`src/common/ppc_pkg.sv`:
```
// Purpose: Shared constants for the port pin configuration block
// Assumes: APB byte address is four times the register index
// Notes: Index values stay as printed; byte addresses derive from them
package ppc_pkg;
   localparam int PPC_NPINS = 3;
   localparam int PPC_AW = 8;
   localparam int PPC_CFG_W = 4;
   // Register indices
   localparam logic [7:0] PPC_IDX_P0_PIN3 = 8'h13;
   localparam logic [7:0] PPC_IDX_P1_PIN1 = 8'h15;
   localparam logic [7:0] PPC_IDX_P1_PIN2 = 8'h16;
   localparam logic [7:0] PPC_IDX_PULL_CTRL = 8'h1D;
   localparam logic [7:0] PPC_IDX_PIN_STATUS = 8'h1C;
   localparam logic [7:0] PPC_IDX_CFG [PPC_NPINS] = '{
      PPC_IDX_P0_PIN3, PPC_IDX_P1_PIN1, PPC_IDX_P1_PIN2};
   // Field positions inside a pin configuration word and the pull control word
   localparam int PPC_BIT_IRQ_EN = 3;
   localparam int PPC_BIT_SAMPLE_SEL = 2;
   localparam int PPC_BIT_DIR = 1;
   localparam int PPC_BIT_MODE = 0;
   localparam int PPC_BIT_PULL_POL = 0;
   // Reset values
   localparam logic [3:0] PPC_CFG_RST = 4'h0;
   localparam logic PPC_PULL_POL_RST = 1'b0;
   // Sampling clock timing
   localparam int PPC_CLK_HZ = 50_000_000;
   localparam int PPC_SAMPLE_HZ = 64;
   localparam int PPC_TICK_CYCLES = PPC_CLK_HZ / PPC_SAMPLE_HZ;
   localparam int PPC_DIV_W = 20;
endpackage

```
`src/logic/ppc_pin_cell.sv`:
```
// Purpose: Pad control and change detection for one configured port pin
// Assumes: Pin level and port data are synchronous to the clock
// Notes: All outputs are registered
`timescale 1ns/1ps
module ppc_pin_cell
   import ppc_pkg::*;
(
   input wire logic clk,
   input wire logic rst_n,
   input wire logic ce,
   input wire logic [PPC_CFG_W-1:0] cfg,
   input wire logic tick64,
   input wire logic pin_in,
   input wire logic port_data,
   output logic pin_out,
   output logic pin_oe_n,
   output logic pull_en,
   output logic irq,
   output logic level
);
   logic pin_out_ff;
   logic oe_n_ff;
   logic pull_ff;
   logic irq_ff;
   logic sample_ff;
   logic strobe;
   logic nxt_out;
   logic nxt_oe_n;

   assign pin_out = pin_out_ff;
   assign pin_oe_n = oe_n_ff;
   assign pull_en = pull_ff;
   assign irq = irq_ff;
   assign level = sample_ff;

   ////////////////////////////////////////////////////////////////////////////
   // Pad control
   always_comb begin
      nxt_out = 1'b0;
      nxt_oe_n = 1'b1;
      if (cfg[PPC_BIT_DIR]) begin
         if (cfg[PPC_BIT_MODE]) begin
            nxt_out = 1'b0;
            nxt_oe_n = port_data;
         end else begin
            nxt_out = port_data;
            nxt_oe_n = 1'b0;
         end
      end
   end

   always_ff @(posedge clk) begin
      if (!rst_n) begin
         pin_out_ff <= 1'b0;
         oe_n_ff <= 1'b1;
         pull_ff <= 1'b1;
      end else if (ce) begin
         pin_out_ff <= nxt_out;
         oe_n_ff <= nxt_oe_n;
         pull_ff <= !cfg[PPC_BIT_DIR] && !cfg[PPC_BIT_MODE];
      end
   end

   ////////////////////////////////////////////////////////////////////////////
   // Change detection on the selected sampling clock
   assign strobe = cfg[PPC_BIT_SAMPLE_SEL] ? 1'b1 : tick64;

   always_ff @(posedge clk) begin
      if (!rst_n) begin
         sample_ff <= 1'b0;
         irq_ff <= 1'b0;
      end else if (ce) begin
         if (strobe) begin
            sample_ff <= pin_in;
         end
         irq_ff <= strobe && cfg[PPC_BIT_IRQ_EN] && (pin_in != sample_ff);
      end
   end
endmodule

```
`src/logic/ppc_port_pins.sv`:
```
// Purpose: APB register file and pad control for three port pins
// Assumes: APB3 master; zero wait states while CE is high, as PREADY follows CE
// Notes: Configuration registers are write only and read as zero
// Function
// Each pin has one 4-bit configuration register in register space
// Software writes whole words only; reads return no configuration
// Bit 3 enables the pin's external interrupt, cleared at reset
// Bit 2 picks sampling clock: 0 is 64 Hz, 1 system clock
// Bit 1 sets direction: 0 input, 1 output from port data
// As input, bit 0 picks resistor termination (0) or high impedance (1)
// As output, bit 0 picks push-pull (0) or open drain (1)
// Every port 1 pin is configured on its own
// One shared bit picks pull-up or pull-down, cleared at reset
// Enabled interrupt fires on a change between consecutive samples
//
// Chosen here: the APB register port.
`timescale 1ns/1ps
module ppc_port_pins
   import ppc_pkg::*;
#(
   parameter int TICK_DIV = ppc_pkg::PPC_TICK_CYCLES
)
(
   input wire logic MCLK,
   input wire logic RST_N,
   input wire logic CE,
   input wire logic PSEL,
   input wire logic PENABLE,
   input wire logic PWRITE,
   input wire logic [ppc_pkg::PPC_AW-1:0] PADDR,
   input wire logic [31:0] PWDATA,
   output logic [31:0] PRDATA,
   output logic PREADY,
   output logic PSLVERR,
   input wire logic [ppc_pkg::PPC_NPINS-1:0] PIN_IN,
   input wire logic [ppc_pkg::PPC_NPINS-1:0] PORT_DATA,
   output logic [ppc_pkg::PPC_NPINS-1:0] PIN_OUT,
   output logic [ppc_pkg::PPC_NPINS-1:0] PIN_OE_N,
   output logic [ppc_pkg::PPC_NPINS-1:0] PULL_EN,
   output logic [ppc_pkg::PPC_NPINS-1:0] PULL_UP,
   output logic [ppc_pkg::PPC_NPINS-1:0] EXT_IRQ
);
   import ppc_pkg::*;

   logic [PPC_CFG_W-1:0] cfg_ff [PPC_NPINS];
   logic pull_pol_ff;
   logic [31:0] prdata_ff;
   logic pslverr_ff;
   logic [PPC_DIV_W-1:0] div_ff;
   logic tick64;
   logic [PPC_NPINS-1:0] level;
   logic setup;
   logic wr_access;
   logic [PPC_NPINS-1:0] hit_cfg;
   logic hit_pull;
   logic hit_stat;
   logic [31:0] nxt_rdata;
   logic [PPC_DIV_W-1:0] gap_ff;

   localparam logic [PPC_DIV_W-1:0] DIV_LAST = PPC_DIV_W'(TICK_DIV - 1);

   ////////////////////////////////////////////////////////////////////////////
   // Address decode
   assign setup = PSEL && !PENABLE;
   assign wr_access = PSEL && PENABLE && PWRITE;
   assign hit_pull = PADDR == {PPC_IDX_PULL_CTRL[5:0], 2'b00};
   assign hit_stat = PADDR == {PPC_IDX_PIN_STATUS[5:0], 2'b00};

   genvar gi;
   generate
      for (gi = 0; gi < PPC_NPINS; gi++) begin : g_pin
         assign hit_cfg[gi] = PADDR == {PPC_IDX_CFG[gi][5:0], 2'b00};

         // One word per pin, written whole
         always_ff @(posedge MCLK) begin
            if (!RST_N) begin
               cfg_ff[gi] <= PPC_CFG_RST;
            end else if (CE && wr_access && hit_cfg[gi]) begin
               cfg_ff[gi] <= PWDATA[PPC_CFG_W-1:0];
            end
         end

         ppc_pin_cell u_cell (
            .clk(MCLK),
            .rst_n(RST_N),
            .ce(CE),
            .cfg(cfg_ff[gi]),
            .tick64(tick64),
            .pin_in(PIN_IN[gi]),
            .port_data(PORT_DATA[gi]),
            .pin_out(PIN_OUT[gi]),
            .pin_oe_n(PIN_OE_N[gi]),
            .pull_en(PULL_EN[gi]),
            .irq(EXT_IRQ[gi]),
            .level(level[gi])
         );

         assign PULL_UP[gi] = pull_pol_ff;
      end
   endgenerate

   always_ff @(posedge MCLK) begin
      if (!RST_N) begin
         pull_pol_ff <= PPC_PULL_POL_RST;
      end else if (CE && wr_access && hit_pull) begin
         pull_pol_ff <= PWDATA[PPC_BIT_PULL_POL];
      end
   end

   ////////////////////////////////////////////////////////////////////////////
   // Read path, registered in the setup cycle
   always_comb begin
      nxt_rdata = 32'h0000_0000;
      if (hit_stat) begin
         nxt_rdata[PPC_NPINS-1:0] = level;
      end
   end

   always_ff @(posedge MCLK) begin
      if (!RST_N) begin
         prdata_ff <= 32'h0000_0000;
         pslverr_ff <= 1'b0;
      end else if (CE && setup) begin
         prdata_ff <= PWRITE ? 32'h0000_0000 : nxt_rdata;
         pslverr_ff <= !(|hit_cfg || hit_pull || (hit_stat && !PWRITE));
      end
   end

   assign PRDATA = prdata_ff;
   assign PSLVERR = pslverr_ff && PSEL && PENABLE;
   assign PREADY = CE;

   ////////////////////////////////////////////////////////////////////////////
   // Slow sampling tick from the system clock
   always_ff @(posedge MCLK) begin
      if (!RST_N) begin
         div_ff <= '0;
      end else if (CE) begin
         div_ff <= (div_ff == DIV_LAST) ? '0 : div_ff + 1'b1;
      end
   end

   assign tick64 = div_ff == DIV_LAST;

   // Cycles since the last slow tick, counted apart from the divider
   always_ff @(posedge MCLK) begin
      if (!RST_N) begin
         gap_ff <= '0;
      end else if (CE) begin
         gap_ff <= tick64 ? '0 : gap_ff + 1'b1;
      end
   end

   ////////////////////////////////////////////////////////////////////////////
   // Per pin checks on the top level ports
   generate
      for (gi = 0; gi < PPC_NPINS; gi++) begin : g_chk

      end
   endgenerate
endmodule

```
`config.mk`:
```
export PLATFORM = sky130hd
export DESIGN_NAME = ppc_port_pins
export DESIGN_NICKNAME = d
export VERILOG_FILES = /design/src/common/ppc_pkg.sv /design/src/logic/ppc_pin_cell.sv /design/src/logic/ppc_port_pins.sv
export SDC_FILE = /design/constraint.sdc
export NUM_CORES = 1
export LEC_CHECK = 0
export ABC_AREA = 1
export BUFFER_PORTS_ARGS = -buffer_cell sky130_fd_sc_hd__clkbuf_2
export CORE_MARGIN = 5
export CORE_UTILIZATION = 30
export CTS_CLUSTER_SIZE = 28
export DETAILED_ROUTE_END_ITERATION = 7
export HOLD_SLACK_MARGIN = 0.15
export PLACE_DENSITY = 0.61
export SLEW_MARGIN = 10
export SYNTH_ARGS = -nofsm -noshare
export SYNTH_HDL_FRONTEND = slang
export SYNTH_SLANG_ARGS = --single-unit
```
`constraint.sdc`:
```
create_clock -name MCLK -period 1.65 [get_ports MCLK]
set_input_delay 0.165 -clock MCLK [delete_from_list [all_inputs] [get_ports MCLK]]
set_output_delay 0.165 -clock MCLK [all_outputs]
set_load 0.02 [all_outputs]
```
==> results.cfg, run 1 <==
[drt]
vias_after_detailed_routing = 2279
avgRoutedWirePerCell_um = 10.2
initialDrtViolationCount = 57
drt_drc_violations_left = 0
detail_route.vias_per_cell = 4.20
routed_wl_um = 5550
number_of_optimization_iterations_in_the_first_detailed_route_pass = 5
antenna_violating_nets_post_route = 0

[cells_and_area]
final_core_util_pct = 34.2
seqCellArea_um2 = 1160
total_nets_final = 467
multi_input_logic_area_um2 = 1300
share_of_final_layout_standard_cells_stronger_than_drive_strength_1_pct = 19.8
layoutNonFillerInstCount = 543
antennaDiodeCount = 0
final_instance_area_um2 = 3170
final.fill_count = 995
syn2layout_area_growth_pct = 10.9

[worst_setup_path]
cp-end-kind = flip-flop
setup.worst_path.class = flip-flop to flip-flop
critPathArrivalTime_ps = 1640
critPathRequiredTime_ps = 1860
cp_max_fo = 7
critPathLaunchType = flip-flop

[placed_design]
place_area_um2 = 3010
place_hpwl_um = 4510
globalplace.congestion = 0.828
place.detailed.instances = 529
pre_cts_ws_ps = 166
numPortBuffers = 43

[clock_network]
cts_buffer_depth = 2
cts_buffers = 5
cts_sinks = 52
cts.clk_slew.worst_paths_ps = 100
worstSkewPairLatency_ps = 310
ctsHtreeMaxLevel = 2
postCtsSetupRepairBufs = 0
tritoncts = built
cts-root-buf = sky130_fd_sc_hd__clkbuf_8

[floorplan]
die_x_um = 108
fp.dieArea_um2 = 11600
core_um2 = 9280
die_height_um = 108
floorplan.rows = 35
pin_count = 101
floorplan.initialDensity_pct = 30.8

[global_route]
total_overflow_reported_by_the_global_router = 0
first_global_vias = 2098
grt_first_pass_wirelength_um = 9180
grt_antenna_before_repair = 0
all_layer_global_routing_usage_pct = 9.64
grt_start_max_net_pins = 21

[synth]
postSynth.topFlopCell = sky130_fd_sc_hd__dfxtp_1
synth_top_area_share_pct = 28.0
synthMostInstantiatedCell = sky130_fd_sc_hd__nand2_1
synthesis.instances = 374
yosysSeqAreaShare_pct = 40.6
synth_cell_type_count = 33
netlist.top_cell.by_area = sky130_fd_sc_hd__dfxtp_1
synthArstFlopShare_pct = 0
leading_cell_types_by_count_after_synthesis = sky130_fd_sc_hd__nand2_1 (76), sky130_fd_sc_hd__nor2_1 (57), sky130_fd_sc_hd__buf_4 (46)
synth_area_leaders = sky130_fd_sc_hd__dfxtp_1 (28%), sky130_fd_sc_hd__edfxtp_1 (13%), sky130_fd_sc_hd__buf_4 (12%)
ys.warnings.count = 0
synth_edf_count = 12
synthesis.area_um2 = 2860
avgSynthCellArea_um2 = 7.64
postSynthRegisterBits = 52

[pwr]
power.leakage_nw = 1.38
power.total_mw = 2.41
power.ir.vdd_worst_uv = 350
power_per_standard_cell_area_nw_per_um2 = 760

[hold_path]
min_path_type = input pin to flip-flop

[timing]
grt_setup_unrepaired = false
timing_hold_violations_final = 0
final-max-slew-violation-count = 0
report.final.setup_viol = 0
final_period_minus_worst_setup_slack_ps = 1430
hold-worst-slack_ps = 153
final_critical_path_setup_slack_ps = 217
setup_tns_ps = 0
slew-limit-headroom_pct = 53.2
clock_skew_ps = 8.39
post_route_clock_period_utilization_pct = 86.9
worst_tran_pin_value_ps = 701
fmaxAchievable_mhz = 698

[outcome]
outcome = finished, final reports clean

[flow_run]
cap_violations = 0
[state kept, by name (all words and copies together), names as in the netlist]
signal,count
div_ff,20
cfg_ff,12
PRDATA,3
g_pin.u_cell.irq,3
g_pin.u_cell.level,3
g_pin.u_cell.pin_oe_n,3
g_pin.u_cell.pin_out,3
g_pin.u_cell.pull_en,3
pslverr_ff,1
pull_pol_ff,1
[cells in the final DEF, fill, tap and decap left out, types with 2 or more instances in the layout]
| cell type | netlist | final |
|---|---|---|
| sky130_fd_sc_hd__conb_1 | 1 | 29 |
| sky130_fd_sc_hd__clkinv_4 | 0 | 2 |
| sky130_fd_sc_hd__o21ai_0 | 9 | 9 |
| sky130_fd_sc_hd__nor2_1 | 57 | 57 |
| sky130_fd_sc_hd__o31ai_1 | 3 | 3 |
| sky130_fd_sc_hd__ha_1 | 2 | 2 |
| sky130_fd_sc_hd__nand2_1 | 76 | 76 |
| sky130_fd_sc_hd__a21oi_1 | 25 | 25 |
| sky130_fd_sc_hd__xor2_1 | 5 | 5 |
| sky130_fd_sc_hd__edfxtp_1 | 12 | 12 |
| sky130_fd_sc_hd__buf_4 | 46 | 7 |
| sky130_fd_sc_hd__nor3_1 | 2 | 2 |
| sky130_fd_sc_hd__inv_1 | 31 | 31 |
| sky130_fd_sc_hd__nand4_1 | 5 | 5 |
| sky130_fd_sc_hd__dfxtp_1 | 40 | 39 |
| sky130_fd_sc_hd__a211o_1 | 3 | 3 |
| sky130_fd_sc_hd__nand2_2 | 4 | 4 |
| sky130_fd_sc_hd__nand3_1 | 21 | 21 |
| sky130_fd_sc_hd__xnor2_1 | 4 | 4 |
| sky130_fd_sc_hd__nor2_2 | 7 | 7 |
| sky130_fd_sc_hd__nor2_4 | 5 | 5 |
| sky130_fd_sc_hd__clkbuf_8 | 0 | 5 |
| sky130_fd_sc_hd__clkbuf_2 | 0 | 43 |
| sky130_fd_sc_hd__dlygate4sd3_1 | 0 | 6 |
[what timing repair did]
action / CTS / global route
resized for setup: 0 / 1
endpoints found under the setup margin: 0 / 11
hold buffers: 6 / 0
hold endpoints to repair: 6 / 0
[layout make-up]
cell class                      count  area share [%]
Inverter                           32            3.79
Clock inverter                      3           0.829
Clock buffer                        5            2.17
Sequential cell                    52            36.7
Timing Repair Buffer               56            10.3
Multi-Input combinational cell    266            41.1
Tap cell                          129            5.09
[power by group]
part / total [mW] / switching [mW] / leakage, nW / internal, mW
Sequential: 1.37 / 0.0277 / 0.440 / 1.34
Combinational: 0.287 / 0.197 / 0.887 / 0.0906
Clock: 0.752 / 0.442 / 0.0487 / 0.310
[layer usage]
metal / track usage [%] / wire (µm)
met4: 2.71 / 49
met2: 17.3 / 2770
met3: 2.52 / 333
met1: 11.2 / 2400
met5: 0 / 0
[final timing paths]
path	start	end	slack (ps)	cells after the start
max	div_ff[1]	div_ff[8]	220	10
min	PWDATA[0]	pull_pol_ff	150	3
max reg2reg	div_ff[1]	div_ff[8]	220	10
min reg2reg	g_pin[0].u_cell.irq	g_pin[0].u_cell.irq	470	2
[logic make-up (layout without fill, tap and decap cells)]
group | Yosys count | in the layout | synth area share, %
other | 1 | 29 | 0.131
adder cells (fa/ha/maj) | 2 | 2 | 0.876
buffers and inverters | 84 | 96 | 17.4
AND/OR/NAND/NOR | 185 | 185 | 30.3
AO/OA/AOI/OAI | 41 | 41 | 7.92
flip-flops | 52 | 52 | 40.6
XOR/XNOR | 9 | 9 | 2.76
[critical path, stage by stage, from the launching register on]
cell                      delay, ps
sky130_fd_sc_hd__dfxtp_1        350
sky130_fd_sc_hd__inv_1           60
sky130_fd_sc_hd__ha_1           130
sky130_fd_sc_hd__inv_1           30
sky130_fd_sc_hd__nor2_1          70
sky130_fd_sc_hd__nand2_1         50
sky130_fd_sc_hd__nor2_1         110
sky130_fd_sc_hd__nand3_2        160
sky130_fd_sc_hd__nand2_2        150
sky130_fd_sc_hd__buf_4          170
sky130_fd_sc_hd__nor2_1          50
No activity file was read; power rests on OpenSTA's default activity.
==> inputs of run 2 (changes only) <==
--- a/config.mk
+++ b/config.mk
@@ -9,6 +9,7 @@
 export BUFFER_PORTS_ARGS = -buffer_cell sky130_fd_sc_hd__clkbuf_2
 export CORE_MARGIN = 5
 export CORE_UTILIZATION = 30
+export CTS_BUF_LIST = sky130_fd_sc_hd__clkbuf_4 sky130_fd_sc_hd__clkbuf_8
 export CTS_CLUSTER_SIZE = 28
 export DETAILED_ROUTE_END_ITERATION = 7
 export HOLD_SLACK_MARGIN = 0.15
==> constraint.sdc (replaced) <==
create_clock -name MCLK -period 1.4 [get_ports MCLK]
set_input_delay 0.14 -clock MCLK [delete_from_list [all_inputs] [get_ports MCLK]]
set_output_delay 0.14 -clock MCLK [all_outputs]
set_load 0.02 [all_outputs]
==> run 2 against run 1 <==
- via count is 3.1% higher
- worst setup slack worse by 190 ps
- register-to-register slack worse by 190 ps
- combinational power rose by 33%
- clock power up 45%
- clock skew is 1.1 ps lower
- clock-buffer cell count grew 1
- total power up 28%
- core utilization up 2.9 points
- highest routed layer unchanged
- sequential power grew 18%
==> results.cfg, run 2 (same netlist as run 1, synthesis figures left out) <==
[flow_run]
cap_violations = 0

[drt]
wirelength_met1_um = 2530
antenna_violating_nets_post_route = 0
initialDrtViolationCount = 41
topRoutingLayerUsed = met4
drt_drc_violations_left = 0
dr_wl_met3_um = 338
detail_route.vias_per_cell = 4.19
vias_after_detailed_routing = 2349
wl_met2_um = 3010
avgRoutedWirePerCell_um = 10.6
routed_wl_um = 5920
number_of_optimization_iterations_in_the_first_detailed_route_pass = 4

[cells_and_area]
final.fill_count = 975
mostFrequentLayoutCell = sky130_fd_sc_hd__nand2_1
total_nets_final = 485
antennaDiodeCount = 0
largest_reg_flops = 20
syn2layout_area_growth_pct = 20.5
share_of_final_layout_standard_cells_stronger_than_drive_strength_1_pct = 27.8
leading_cell_types_in_the_layout_fill_and_taps_excluded = sky130_fd_sc_hd__nand2_1 (71), sky130_fd_sc_hd__nor2_1 (51), sky130_fd_sc_hd__clkbuf_2 (43)
final_core_util_pct = 37.1
largest-register = div_ff
biggestRegsByFlops = div_ff: 20 flops, cfg_ff: 12 flops

[pwr]
power.ir.vdd_worst_uv = 447
power.leakage_nw = 1.48
power_per_standard_cell_area_nw_per_um2 = 896

[clock_network]
cts_sinks = 52
cts_buffers = 5
cts.clk_slew.worst_paths_ps = 100
cts-root-buf = sky130_fd_sc_hd__clkbuf_8
cts_buffer_depth = 2
tritoncts = built
ctsHtreeMaxLevel = 2
worstSkewPairLatency_ps = 310

[timing]
fmaxAchievable_mhz = 727
clock_skew_ps = 7.31
final_critical_path_setup_slack_ps = 24.9
worst_tran_pin_value_ps = 739
final_period_minus_worst_setup_slack_ps = 1380
slew-limit-headroom_pct = 50.7
timing_hold_violations_final = 0
report.final.setup_viol = 0
post_route_clock_period_utilization_pct = 98.2
final-max-slew-violation-count = 0
grt_setup_unrepaired = true

[floorplan]
floorplan.rows = 35
fp.dieArea_um2 = 11600
pin_count = 101
die_x_um = 108
core_um2 = 9280
die_height_um = 108
floorplan.initialDensity_pct = 30.8

[hold_path]
min_path_type = input pin to flip-flop

[global_route]
grt_first_pass_wirelength_um = 10100
first_global_vias = 2350
all_layer_global_routing_usage_pct = 10.5
grt_start_max_net_pins = 26
grt_antenna_before_repair = 0
total_overflow_reported_by_the_global_router = 0

[placed_design]
numPortBuffers = 43
pre_cts_ws_ps = -77.0
globalplace.congestion = 0.828
place_hpwl_um = 4530

[worst_setup_path]
critPathRequiredTime_ps = 1650
cp-end-kind = flip-flop
setup.worst_path.class = flip-flop to flip-flop
critPathLaunchType = flip-flop
cp_max_fo = 5
critPathArrivalTime_ps = 1620

[outcome]
outcome = finished, final reports clean
run 2: routing by layer:
metal / track usage [%] / up-vias
met5: 0 / -
met4: 2.98 / 0
met3: 2.40 / 4
met2: 19.3 / 63
met1: 12.2 / 1047
li1: - / 1235
run 2: where the power goes:
part / internal (mW) / switching [mW] / leakage [nW]
Combinational: 0.133 / 0.249 / 0.982
Clock: 0.561 / 0.529 / 0.0592
Sequential: 1.58 / 0.0331 / 0.442
Total: 2.27 / 0.811 / 1.48
run 2: critical path, cell delays in order, from the launching register on:
cell                      delay, ps
sky130_fd_sc_hd__dfxtp_4        370
sky130_fd_sc_hd__inv_2           60
sky130_fd_sc_hd__ha_4           120
sky130_fd_sc_hd__inv_2           30
sky130_fd_sc_hd__nor2_2          60
sky130_fd_sc_hd__nand2_1         60
sky130_fd_sc_hd__nor2_2          90
sky130_fd_sc_hd__nand3_2        130
sky130_fd_sc_hd__buf_6          170
sky130_fd_sc_hd__nand2_4         50
sky130_fd_sc_hd__nand2_1         60
sky130_fd_sc_hd__a21oi_2        110
run 2: per-stage QoR:
step                power, mW  TNS (ps)  instances  hold WS (ps)  area [µm²]
floorplan                1.95         0        402           283        2960
global placement         1.98      -405        543           401        3120
detailed placement       1.99      -305        543           416        3120
CTS                      3.10     -12.3        560           154        3330
global route             3.22     -1220        561           172        3440
finish                   3.08         0        561           160        3440
run 2: area by class of cell:
| cell class | instances | area [µm²] | area share, % |
|---|---|---|---|
| Timing Repair Buffer | 74 | 485 | 14.1 |
| Sequential cell | 52 | 1170 | 34.0 |
| Clock inverter | 2 | 38.8 | 1.13 |
| Multi-Input combinational cell | 266 | 1390 | 40.4 |
| Clock buffer | 6 | 76.3 | 2.22 |
| Tap cell | 129 | 161 | 4.69 |
| Inverter | 32 | 120 | 3.49 |
run 2: timing repair:
| item | in CTS | in global routing |
|---|---|---|
| hold buffers | 9 | 0 |
| setup endpoints to repair | 12 | 22 |
| pin swaps | 0 | 5 |
| gates resized for setup | 2 | 34 |
| endpoints found under the hold margin | 10 | 0 |
| setup buffers | 0 | 1 |
run 2: path summary, 6_finish.rpt:
| kind | endpoint | cells past startpoint | slack, ps | startpoint |
|---|---|---|---|---|
| max | g_pin[0].u_cell.level | 11 | 20 | div_ff[1] |
| min | cfg_ff[1][3] | 3 | 160 | PWDATA[3] |
| max reg2reg | g_pin[0].u_cell.level | 11 | 20 | div_ff[1] |
| min reg2reg | g_pin[1].u_cell.pin_out | 2 | 470 | g_pin[1].u_cell.pin_out |
==> inputs of run 3 (changes only) <==
--- a/config.mk
+++ b/config.mk
@@ -13,7 +13,8 @@
 export CTS_CLUSTER_SIZE = 28
 export DETAILED_ROUTE_END_ITERATION = 7
 export HOLD_SLACK_MARGIN = 0.15
-export PLACE_DENSITY = 0.61
+export PLACE_DENSITY = 0.63
+export SETUP_SLACK_MARGIN = 0.15
 export SLEW_MARGIN = 10
 export SYNTH_ARGS = -nofsm -noshare
 export SYNTH_HDL_FRONTEND = slang
==> constraint.sdc (replaced) <==
create_clock -name MCLK -period 1.1 [get_ports MCLK]
set_input_delay 0.11 -clock MCLK [delete_from_list [all_inputs] [get_ports MCLK]]
set_output_delay 0.11 -clock MCLK [all_outputs]
set_load 0.02 [all_outputs]
==> run 3 against run 2 <==
- the flow now finishes with violations (negative setup slack)
- critical path depth fell by 1
- clock skew is 0.98 ps lower
- worst setup slack worse by 270 ps
- total power increased by 24%
- sequential power increased by 28%
- global-route usage up 0.58 points
- core utilization up 4.2 points
- maximum frequency up 2.1%
- clock power up 11%
==> results.cfg, run 3 (same netlist as run 1, synthesis figures left out) <==
[outcome]
outcome = finished, violations left
violations = negative setup slack

[clock_network]
cts_buffer_depth = 2
cts-root-buf = sky130_fd_sc_hd__clkbuf_8
tritoncts = built
cts.clk_slew.worst_paths_ps = 110
worstSkewPairLatency_ps = 310
cts_buffers = 5
ctsHtreeMaxLevel = 2
cts_sinks = 52

[placed_design]
place_hpwl_um = 5120
globalplace.congestion = 0.803
place.detailed.instances = 573
pre_cts_ws_ps = -271
numPortBuffers = 43
place_area_um2 = 3400

[global_route]
use_met2_pct = 20.9
grt_first_pass_wirelength_um = 10500
grt_busiest_layer = met2
total_overflow_reported_by_the_global_router = 0
met1_usage_pct = 12.7
first_global_vias = 2397
grt_util_met3_pct = 2.88
grt_antenna_before_repair = 0
grt_start_max_net_pins = 20
all_layer_global_routing_usage_pct = 11.1

[drt]
routed_wl_um = 6380
detail_route.vias_per_cell = 4.18
vias_after_detailed_routing = 2487
number_of_optimization_iterations_in_the_first_detailed_route_pass = 5
avgRoutedWirePerCell_um = 10.7
initialDrtViolationCount = 68
drt_drc_violations_left = 0
antenna_violating_nets_post_route = 0

[timing]
setup_tns_ps = -5250
fmaxAchievable_mhz = 743
final_period_minus_worst_setup_slack_ps = 1350
clock_skew_ps = 6.33
report.final.setup_viol = 26
grt_setup_unrepaired = true
final_critical_path_setup_slack_ps = -247
final-max-slew-violation-count = 0
hold-worst-slack_ps = 182
post_route_clock_period_utilization_pct = 122
timing_hold_violations_final = 0

[worst_setup_path]
cp_max_fo = 7
timing.critical_path.slowest_stage_cell = sky130_fd_sc_hd__dfxtp_2
critPathRequiredTime_ps = 1310
path_cells = inv_2 -> ha_4 -> inv_2 -> nor2_1 -> nand2_1 -> nor2_2 -> nand3_4 -> nand2_4 -> buf_6 -> nor2_1
path_delay_family = simple AND/OR/NAND/NOR gates
timing.critical_path.slowest_cell_delay_ps = 360
critical_path_buf_inv_count = 3
rr_worst_depth = 10
setup.worst_path.class = flip-flop to flip-flop
timing.critical_path.depth = 10
critPathArrivalTime_ps = 1560
critPathLaunchType = flip-flop
cp-end-kind = flip-flop

[floorplan]
core_um2 = 9280
die_x_um = 108
floorplan.initialDensity_pct = 30.8
pin_count = 101
floorplan.rows = 35
die_height_um = 108
fp.dieArea_um2 = 11600

[pwr]
power.internal_mw = 2.72
power.combinational.fraction_pct = 14.5
power.ir.vdd_worst_uv = 517
power_per_standard_cell_area_nw_per_um2 = 997
power.total_mw = 3.82
power.leakage_nw = 1.68
share_clk_of_total_power_pct = 31.7
swShare_pct = 28.9
power.sequential.fraction_pct = 53.8
p_sw_mw = 1.10

[cells_and_area]
final_instance_area_um2 = 3830
layoutNonFillerInstCount = 595
syn2layout_area_growth_pct = 34.0
mostFrequentLayoutCell = sky130_fd_sc_hd__nand2_1
final.fill_count = 971
leading_cell_types_in_the_layout_fill_and_taps_excluded = sky130_fd_sc_hd__nand2_1 (73), sky130_fd_sc_hd__buf_4 (65), sky130_fd_sc_hd__nor2_1 (47)
biggestRegsByFlops = div_ff: 20 flops, cfg_ff: 12 flops
total_nets_final = 519
final_core_util_pct = 41.3
share_of_final_layout_standard_cells_stronger_than_drive_strength_1_pct = 37.1
largest-register = div_ff
antennaDiodeCount = 0
largest_reg_flops = 20

[hold_path]
hold_path_depth = 5
min_path_type = input pin to flip-flop

[flow_run]
cap_violations = 0
==> run 3: cell count changes in the layout (fill, tap and decap cells not counted), sizes merged <==
cell,before,now
clkbuf,49,31
bufinv,1,0
inv,33,35
buf,22,72
dlygate4sd3,9,10
==> run 3: what timing repair did <==
| action | 4_1_cts | 5_1_grt |
|---|---|---|
| endpoints found under the setup margin | 46 | 58 |
| hold endpoints to repair | 17 | 0 |
| setup buffers | 2 | 2 |
| resized for setup | 38 | 51 |
| pin swaps | 5 | 7 |
| hold buffers | 10 | 0 |
==> run 3: power groups by stage <==
| stage | clock network [mW] | logic [mW] | registers [mW] |
|---|---|---|---|
| finish | 1.21 | 0.554 | 2.06 |
| global route | 1.31 | 0.606 | 2.07 |
| CTS | 1.24 | 0.531 | 2.06 |
| detailed placement | 0 | 0.475 | 2.10 |
| global placement | 0 | 0.466 | 2.10 |
| floorplan | 0 | 0.412 | 2.09 |
==> run 3: worst register-to-register path: cells and delay by family (launching register included) <==
kind                     cells  cell delay [ps]
adder cells (fa/ha/maj)      1              110
buffers and inverters        3              210
flip-flops                   1              360
AND/OR/NAND/NOR              6              550
==> run 3: final timing paths <==
path | slack, ps | startpoint | end
worst max-delay path | -250 | div_ff[1] | div_ff[6]
worst min-delay path | 180 | PADDR[4] | pull_pol_ff
worst min register to register | 470 | g_pin[0].u_cell.pin_out | g_pin[0].u_cell.pin_out
worst max register to register | -250 | div_ff[1] | div_ff[6]
==> run 3: layer usage <==
metal / routed length (µm) / share of wire [%] / up-vias
li1: - / - / 1303
met1: 2690 / 42 / 1121
met2: 3300 / 52 / 59
met3: 347 / 5.4 / 4
met4: 38 / 0.60 / 0
met5: 0 / 0 / -
==> run 3: cell type report <==
| class | count | area (µm²) | area share, % |
|---|---|---|---|
| tap | 129 | 161 | 4.21 |
| timing repair buffer | 108 | 835 | 21.8 |
| sequential | 52 | 1190 | 31.0 |
| clock buffer | 5 | 68.8 | 1.80 |
| clock inverter | 3 | 28.8 | 0.751 |
| inverter | 32 | 123 | 3.20 |
| multi-input combinational | 266 | 1430 | 37.2 |
